===== src/shared/bmd_regs.svh =====
// register offsets, field positions and steps of the descriptor walker
`ifndef BMD_REGS_SVH
`define BMD_REGS_SVH

// io register byte offsets from the base address
`define BMD_OFS_PRI_CMD 4'h0
`define BMD_OFS_PRI_PTR 4'h4
`define BMD_OFS_SEC_CMD 4'h8
`define BMD_OFS_SEC_PTR 4'hc

// command byte (lane 0) and status byte (lane 2) bit positions
`define BMD_CMD_RUN 0
`define BMD_CMD_DIR 3
`define BMD_STS_ACT 16
`define BMD_STS_MDC 21
`define BMD_STS_SDC 22

// descriptor fields
`define BMD_DESC_EOT 31
`define BMD_DWORD_STEP 32'h4
`define BMD_HALF_STEP 32'h2
`define BMD_CNT_MAX 17'h10000
`define BMD_CNT_LAST 17'h00002

// reset values
`define BMD_RST_WORD 32'h0

`endif


===== src/shared/bmd_pkg.sv =====
// types of the descriptor walker
package bmd_pkg;

  typedef enum logic [2:0] {
    st_idle = 3'h0,
    st_fetch0 = 3'h1,
    st_fetch1 = 3'h3,
    st_move = 3'h2,
    st_drive = 3'h6
  } bmd_state_e;

  typedef struct packed {
    bmd_state_e state;
    logic run;
    logic dir;
    logic act;
    logic mdc;
    logic sdc;
    logic [29:0] tbl;
    logic [31:0] dptr;
    logic [31:0] radr;
    logic [16:0] cnt;
    logic end_of_table_flag;
    logic mreq;
    logic mwe;
    logic [31:0] madr;
    logic [3:0] mbe;
    logic [31:0] mwd;
    logic [15:0] hw;
    logic txv;
    logic rxr;
  } bmd_chan_s;

  typedef struct packed {
    bmd_chan_s [1:0] ch;
    logic [31:0] rdata;
    logic rvalid;
  } bmd_top_s;

endpackage : bmd_pkg


===== src/rtl/bmd_walker.sv =====
// two-channel bus-master descriptor table walker
`timescale 1ns/1ns
`include "bmd_regs.svh"
// How it works
// - pointer register holds bits 31 to 2 of the table start address
// - pointer bits 1 and 0 ignore writes and read as zero
// - each descriptor is two dwords, four bytes apart, so descriptors sit eight bytes apart
// - region address is dword 0 bits 31 to 1, bit 0 forced zero
// - exactly the low sixteen bits of dword 1 give the byte count
// - a zero byte count means 64K bytes
// - dword 1 bit 31 marks the last descriptor
// - operation ends after the marked descriptor, nothing further fetched
// - processing begins at the pointer address on start
// - run bit one starts, zero aborts for good
// - command bit 3 selects direction, one is drive to memory
// - active bit set on start, cleared on abort or normal end
// - registers locked until base address register 4 is nonzero
module bmd_walker
  import bmd_pkg::*;
(
  // clock and reset
  input wire logic ref_clk_in,
  input wire logic rst_n_in,
  // configuration
  input wire logic bar4_set_in,
  // io register port
  input wire logic io_rd_in,
  input wire logic io_wr_in,
  input wire logic [3:0] io_addr_in,
  input wire logic [3:0] io_be_in,
  input wire logic [31:0] io_wdata_in,
  output logic [31:0] io_rdata_out,
  output logic io_rvalid_out,
  // memory master, one per channel
  output logic [1:0] mem_req_out,
  output logic [1:0] mem_we_out,
  output logic [1:0][31:0] mem_addr_out,
  output logic [1:0][3:0] mem_be_out,
  output logic [1:0][31:0] mem_wdata_out,
  input wire logic [1:0] mem_ack_in,
  input wire logic [1:0][31:0] mem_rdata_in,
  // drive data, one per channel
  output logic [1:0] drv_tx_valid_out,
  output logic [1:0][15:0] drv_tx_data_out,
  input wire logic [1:0] drv_tx_ready_in,
  input wire logic [1:0] drv_rx_valid_in,
  input wire logic [1:0][15:0] drv_rx_data_in,
  output logic [1:0] drv_rx_ready_out,
  // status
  output logic [1:0] act_out
);

  bmd_top_s st_q;
  bmd_top_s st_d;
  logic [1:0] step_w;
  logic [1:0] start_w;
  logic [1:0] abort_w;

  // ----------------------------------------------------------------
  // next state
  // ----------------------------------------------------------------
  always_comb
  begin
    logic [3:0] cmd_ofs;
    logic [3:0] ptr_ofs;
    logic cmd_wr;
    logic ptr_wr;
    cmd_ofs = `BMD_OFS_PRI_CMD;
    ptr_ofs = `BMD_OFS_PRI_PTR;
    cmd_wr = 1'b0;
    ptr_wr = 1'b0;
    st_d = st_q;
    step_w = 2'b00;
    start_w = 2'b00;
    abort_w = 2'b00;
    st_d.rvalid = io_rd_in;
    st_d.rdata = `BMD_RST_WORD;
    for (int c = 0; c < 2; c++)
    begin
      cmd_ofs = (c == 0) ? `BMD_OFS_PRI_CMD : `BMD_OFS_SEC_CMD;
      ptr_ofs = (c == 0) ? `BMD_OFS_PRI_PTR : `BMD_OFS_SEC_PTR;
      cmd_wr = io_wr_in && bar4_set_in && (io_addr_in == cmd_ofs);
      ptr_wr = io_wr_in && bar4_set_in && (io_addr_in == ptr_ofs);
      // register reads
      if (io_rd_in && bar4_set_in && (io_addr_in == cmd_ofs))
      begin
        st_d.rdata[`BMD_CMD_RUN] = st_q.ch[c].run;
        st_d.rdata[`BMD_CMD_DIR] = st_q.ch[c].dir;
        st_d.rdata[`BMD_STS_ACT] = st_q.ch[c].act;
        st_d.rdata[`BMD_STS_MDC] = st_q.ch[c].mdc;
        st_d.rdata[`BMD_STS_SDC] = st_q.ch[c].sdc;
      end
      if (io_rd_in && bar4_set_in && (io_addr_in == ptr_ofs))
      begin
        st_d.rdata = {st_q.ch[c].tbl, 2'b00};
      end
      // descriptor walk
      unique case (st_q.ch[c].state)
        st_idle:
        begin
          st_d.ch[c].mreq = 1'b0;
        end
        st_fetch0:
        begin
          if (!st_q.ch[c].mreq)
          begin
            st_d.ch[c].mreq = 1'b1;
            st_d.ch[c].mwe = 1'b0;
            st_d.ch[c].madr = st_q.ch[c].dptr;
            st_d.ch[c].mbe = 4'hf;
          end
          else if (mem_ack_in[c])
          begin
            st_d.ch[c].mreq = 1'b0;
            st_d.ch[c].radr = {mem_rdata_in[c][31:1], 1'b0};
            st_d.ch[c].dptr = st_q.ch[c].dptr + `BMD_DWORD_STEP;
            st_d.ch[c].state = st_fetch1;
          end
        end
        st_fetch1:
        begin
          if (!st_q.ch[c].mreq)
          begin
            st_d.ch[c].mreq = 1'b1;
            st_d.ch[c].mwe = 1'b0;
            st_d.ch[c].madr = st_q.ch[c].dptr;
            st_d.ch[c].mbe = 4'hf;
          end
          else if (mem_ack_in[c])
          begin
            st_d.ch[c].mreq = 1'b0;
            // bits 30 to 16 are not looked at
            st_d.ch[c].cnt = {1'b0, mem_rdata_in[c][15:0]};
            if (mem_rdata_in[c][15:0] == 16'h0000)
            begin
              st_d.ch[c].cnt = `BMD_CNT_MAX;
            end
            st_d.ch[c].end_of_table_flag = mem_rdata_in[c][`BMD_DESC_EOT];
            st_d.ch[c].dptr = st_q.ch[c].dptr + `BMD_DWORD_STEP;
            st_d.ch[c].state = st_q.ch[c].dir ? st_drive : st_move;
          end
        end
        st_move:
        begin
          if (!st_q.ch[c].mreq)
          begin
            st_d.ch[c].mreq = 1'b1;
            st_d.ch[c].mwe = st_q.ch[c].dir;
            st_d.ch[c].madr = {st_q.ch[c].radr[31:2], 2'b00};
            st_d.ch[c].mbe = st_q.ch[c].radr[1] ? 4'hc : 4'h3;
            st_d.ch[c].mwd = {st_q.ch[c].hw, st_q.ch[c].hw};
          end
          else if (mem_ack_in[c])
          begin
            st_d.ch[c].mreq = 1'b0;
            if (st_q.ch[c].dir)
            begin
              step_w[c] = 1'b1;
            end
            else
            begin
              st_d.ch[c].hw = st_q.ch[c].radr[1] ?
                mem_rdata_in[c][31:16] : mem_rdata_in[c][15:0];
              st_d.ch[c].txv = 1'b1;
              st_d.ch[c].state = st_drive;
            end
          end
        end
        st_drive:
        begin
          if (st_q.ch[c].dir)
          begin
            st_d.ch[c].rxr = 1'b1;
            if (st_q.ch[c].rxr && drv_rx_valid_in[c])
            begin
              st_d.ch[c].rxr = 1'b0;
              st_d.ch[c].hw = drv_rx_data_in[c];
              st_d.ch[c].state = st_move;
            end
          end
          else if (st_q.ch[c].txv && drv_tx_ready_in[c])
          begin
            st_d.ch[c].txv = 1'b0;
            step_w[c] = 1'b1;
          end
        end
        default:
        begin
          st_d.ch[c].state = st_idle;
          st_d.ch[c].act = 1'b0;
        end
      endcase
      // one halfword moved
      if (step_w[c])
      begin
        st_d.ch[c].radr = st_q.ch[c].radr + `BMD_HALF_STEP;
        st_d.ch[c].cnt = 17'(st_q.ch[c].cnt - `BMD_CNT_LAST);
        if (st_q.ch[c].cnt == `BMD_CNT_LAST)
        begin
          if (st_q.ch[c].end_of_table_flag)
          begin
            st_d.ch[c].state = st_idle;
            st_d.ch[c].act = 1'b0;
          end
          else
          begin
            st_d.ch[c].state = st_fetch0;
          end
        end
        else
        begin
          st_d.ch[c].state = st_q.ch[c].dir ? st_drive : st_move;
        end
      end
      // command and status writes
      if (cmd_wr && io_be_in[0])
      begin
        st_d.ch[c].run = io_wdata_in[`BMD_CMD_RUN];
        st_d.ch[c].dir = io_wdata_in[`BMD_CMD_DIR];
        start_w[c] = io_wdata_in[`BMD_CMD_RUN] && !st_q.ch[c].act;
        abort_w[c] = !io_wdata_in[`BMD_CMD_RUN] && st_q.ch[c].act;
      end
      if (cmd_wr && io_be_in[2])
      begin
        st_d.ch[c].mdc = io_wdata_in[`BMD_STS_MDC];
        st_d.ch[c].sdc = io_wdata_in[`BMD_STS_SDC];
      end
      if (start_w[c])
      begin
        st_d.ch[c].act = 1'b1;
        st_d.ch[c].state = st_fetch0;
        st_d.ch[c].dptr = {st_q.ch[c].tbl, 2'b00};
        st_d.ch[c].mreq = 1'b0;
        st_d.ch[c].txv = 1'b0;
        st_d.ch[c].rxr = 1'b0;
      end
      if (abort_w[c])
      begin
        st_d.ch[c].act = 1'b0;
        st_d.ch[c].state = st_idle;
        st_d.ch[c].mreq = 1'b0;
        st_d.ch[c].txv = 1'b0;
        st_d.ch[c].rxr = 1'b0;
      end
      // pointer write by byte lane, low two bits dropped
      if (ptr_wr && io_be_in[0])
      begin
        st_d.ch[c].tbl[5:0] = io_wdata_in[7:2];
      end
      if (ptr_wr && io_be_in[1])
      begin
        st_d.ch[c].tbl[13:6] = io_wdata_in[15:8];
      end
      if (ptr_wr && io_be_in[2])
      begin
        st_d.ch[c].tbl[21:14] = io_wdata_in[23:16];
      end
      if (ptr_wr && io_be_in[3])
      begin
        st_d.ch[c].tbl[29:22] = io_wdata_in[31:24];
      end
    end
  end

  // ----------------------------------------------------------------
  // state register
  // ----------------------------------------------------------------
  always_ff @(posedge ref_clk_in or negedge rst_n_in)
  begin
    if (!rst_n_in)
    begin
      st_q <= '0;
    end
    else
    begin
      st_q <= st_d;
    end
  end

  assign io_rdata_out = st_q.rdata;
  assign io_rvalid_out = st_q.rvalid;

  // ----------------------------------------------------------------
  // per-channel outputs and checks
  // ----------------------------------------------------------------
  for (genvar g = 0; g < 2; g++)
  begin : gen_chan
    assign mem_req_out[g] = st_q.ch[g].mreq;
    assign mem_we_out[g] = st_q.ch[g].mwe;
    assign mem_addr_out[g] = st_q.ch[g].madr;
    assign mem_be_out[g] = st_q.ch[g].mbe;
    assign mem_wdata_out[g] = st_q.ch[g].mwd;
    assign drv_tx_valid_out[g] = st_q.ch[g].txv;
    assign drv_tx_data_out[g] = st_q.ch[g].hw;
    assign drv_rx_ready_out[g] = st_q.ch[g].rxr;
    assign act_out[g] = st_q.ch[g].act;

  end
endmodule : bmd_walker


===== config.mk =====
export PLATFORM = sky130hd
export DESIGN_NAME = bmd_walker
export DESIGN_NICKNAME = d
export VERILOG_FILES = /design/src/shared/bmd_pkg.sv /design/src/rtl/bmd_walker.sv
export VERILOG_INCLUDE_DIRS = /design/src /design/src/shared
export SDC_FILE = /design/constraint.sdc
export NUM_CORES = 1
export LEC_CHECK = 0
export BUFFER_PORTS_ARGS = -buffer_cell sky130_fd_sc_hd__buf_2
export CORE_ASPECT_RATIO = 1.75
export CORE_MARGIN = 1
export CORE_UTILIZATION = 60
export CTS_CLUSTER_SIZE = 30
export DETAILED_ROUTE_END_ITERATION = 12
export MAX_ROUTING_LAYER = met4
export PLACE_DENSITY = 0.95
export REMOVE_ABC_BUFFERS = 1
export SETUP_SLACK_MARGIN = 0.02
export SLEW_MARGIN = 20
export SYNTH_ARGS = -nofsm -noshare
export SYNTH_HDL_FRONTEND = slang
export SYNTH_SLANG_ARGS = --single-unit
export TNS_END_PERCENT = 1

===== constraint.sdc =====
create_clock -name ref_clk_in -period 4.8 [get_ports ref_clk_in]
set_input_delay 0.96 -clock ref_clk_in [delete_from_list [all_inputs] [get_ports ref_clk_in]]
set_output_delay 0.96 -clock ref_clk_in [all_outputs]
set_load 0.1 [all_outputs]

==> reports/metrics.cfg <==
[outcome]
status=finished clean

[place]
numPortBuffers=355
place_congestion=0.969
dp_hpwl_um=44200
numPlacedInstances=2736

[global_routing]
grt_pass1_wl_um=95400
grt.total_usage_pct=35.4
grt_pass1_vias=17800
grt_antenna_before_repair=12
grt_max_degree=114
grt_remaining_overflow=0

[floorplanning]
start_util_pct=60.8
io_pins=358
dieArea_sq_um=36500
die-width_um=145
dieHeight_um=252
row_count=91
core_sq_um=35200

[critical_path]
worstPathRequired_ns=5.25
reg2reg_slack_ns=1.79
critPathArrivalTime_ns=3.46
r2r_start=st_q[448]
crit_path_max_fanout=21
rr_worst_depth=5
end_kind=flop
cp-start-kind=flop
r2r-end=st_q[341]
path_class=reg2reg

[min_path]
hold_path_class=reg2reg
hold_depth=2
holdPathEnd=mem_addr_out[28]
hold_start=mem_addr_out[28]

[detailed_routing]
drc=0
antenna_left=0
drtIter0Drc=1358
wirelength_um=60900
drt-vias-per-instance=6.24
dr.pass1.iters=5
routedWlPerCell_um=21.6
via_count=17600

[power]
switching_power_uw=9070
leakagePower_uw=0.0108
power_frac_seq_pct=30.3
p_int_uw=7660
p_sw_share_pct=54.2
power_density_nw_per_um2=716
p_total_uw=16700
combPwrFrac_pct=49.9
pwr-share-clk_pct=19.8
vdd_drop_max_uv=828

[timing]
slew_violations=0
setup_tns_ns=0
timing.final.crit_share_pct=62.7
setup_viol=0
max_freq_mhz=332
slew_headroom_pct=25.1
worst_slew_pin_slew_ns=1.11
post-route-min-period_ns=3.01
rsz0062_at_grt=no
hold_viol_final=0
clock_skew_ns=0.0161
hold_ws_ns=0.481

[clocking]
post_cts_buffers=0
cts_tree=yes
h-tree-depth=2
clockBufferDepth=3
clk_pin_slew_ns=0.07
cts_buffers=38
clk_latency_ns=0.56
cts_sinks=404
cts_hold_buf=0
clockRootBuffer=clkbuf_16
cts-resized-gates=0

[job]
drv_cap=0

[yosys]
ys_types=85
synth_flop_cell=dfrtp_1
synth_area_sq_um=21400
synth.avg_cell_area_sq_um=9.62
yosysSeqAreaShare_pct=47.2
synth-async-reset-ratio_pct=100
syn_inst=2224
synth_edf_count=0
synth-seq-cells=404
yosys_warnings=0

[cells_and_area]
syn_to_final_growth_pct=9.12
regArea_sq_um=10100
final_cells=2819
utilization_pct=66.4
nets=2464
layout_common_cells=402 x dfrtp_1, 354 x buf_2, 252 x nand2_1, 161 x o21ai_0, 148 x nor2_1
final_common_cell=dfrtp_1
multi_input_area_sq_um=9150
drive_above_1_share_pct=24.7
fillers=2737

[cell type report]
cell class,instances,area share (%)
Clock inverter,17,0.975
Multi-Input combinational cell,1465,39.2
Clock buffer,53,4.89
Inverter,22,0.354
Tap cell,465,2.49
Sequential cell,404,43.3
Timing Repair Buffer,380,8.67
Antenna cell,13,0.139
[logic make-up (layout without fill, tap and decap cells)]
kind of cell | after synthesis | in the layout | share of synthesized area (%)
AO/OA/AOI/OAI | 485 | 485 | 14.1
XOR/XNOR | 60 | 60 | 2.46
adder cells (fa/ha/maj) | 6 | 6 | 0.351
buffers and inverters | 355 | 472 | 10.1
flip-flops | 404 | 404 | 47.2
multiplexers | 145 | 145 | 7.61
other | 1 | 14 | 0.0175
AND/OR/NAND/NOR | 768 | 768 | 18.1
[sequential cells by signal (all words and copies together), names as in the netlist]
| signal | cells |
|---|---|
| mem_req_out | 2 |
| mem_wdata_out | 32 |
| mem_addr_out | 62 |
| io_rdata_out | 31 |
| drv_tx_data_out | 32 |
| drv_rx_ready_out | 2 |
| drv_tx_valid_out | 2 |
| mem_be_out | 4 |
| act_out | 2 |
| io_rvalid_out | 1 |
| st_q | 232 |
| mem_we_out | 2 |
[per-layer routing]
layer | track usage, % | up-vias | wire length, um
met5 | - | - | 0
met4 | 28.1 | 0 | 5330
met2 | 58.5 | 898 | 30800
met1 | 34.9 | 8470 | 20100
li1 | - | 7940 | -
met3 | 8.83 | 288 | 4680
[through the flow]
stage	setup WS [ns]	cell area (sq um)
final	1.79	23300
after global routing	1.59	23300
after CTS	1.72	23300
after detailed placement	1.17	21900
after global placement	1.28	21900
after floorplan	-1.37	19300
[power groups by stage]
stage | sequential, uW | clock (uW) | combinational, uW
6_report | 5070 | 3300 | 8350
5_1_grt | 5160 | 3470 | 8730
4_1_cts | 5030 | 3350 | 8330
3_5_place_dp | 5080 | 0 | 8320
3_3_place_gp | 5020 | 0 | 8170
2_1_floorplan | 9760 | 0 | 1860
[cells in the mapped netlist (all sizes together) (8+ instances only)]
master    n  share of area [%]
clkbuf  100                1.9
and3     28               0.82
or3       9               0.26
a22o     29                1.2
and2     18               0.53
nand2   254                4.5
inv      22               0.39
a211o    10               0.41
nand3    60                1.4
nor2    149                2.6
o21ai   163                3.8
nor3b    59                2.1
buf     233                7.9
xor2     36                1.5
a31oi    12               0.35
dfrtp   404                 47
and4     15               0.61
a211oi   24               0.84
a21oi   146                3.4
mux2i    39                1.8
nand4    37                1.1
nand2b    9               0.26
a311oi    8               0.33
nor4     29               0.92
o211ai   22               0.77
o311ai   13               0.53
mux2    102                5.4
or4      10               0.39
xnor2    24               0.98
nor3     61                1.4
a221o    15               0.71
[critical path, cell delays in order, from the launching register on]
cell and delay, ns:
dfrtp_1 0.59, and4b_1 0.60, nand2_1 0.49, nor2_1 0.94
nand2_1 0.12, o211ai_1 0.16
[how the worst max path moves through the flow]
stage | start | to | cells past startpoint
6_report | st_q[448] | st_q[341] | 5
2_1_floorplan | io_addr_in[0] | st_q[381] | 3
5_1_grt | st_q[448] | st_q[341] | 5
4_1_cts | io_addr_in[0] | st_q[189] | 6
3_5_place_dp | io_addr_in[0] | st_q[184] | 6
3_3_place_gp | io_addr_in[0] | st_q[202] | 6
No activity file was read; power rests on OpenSTA's default activity.
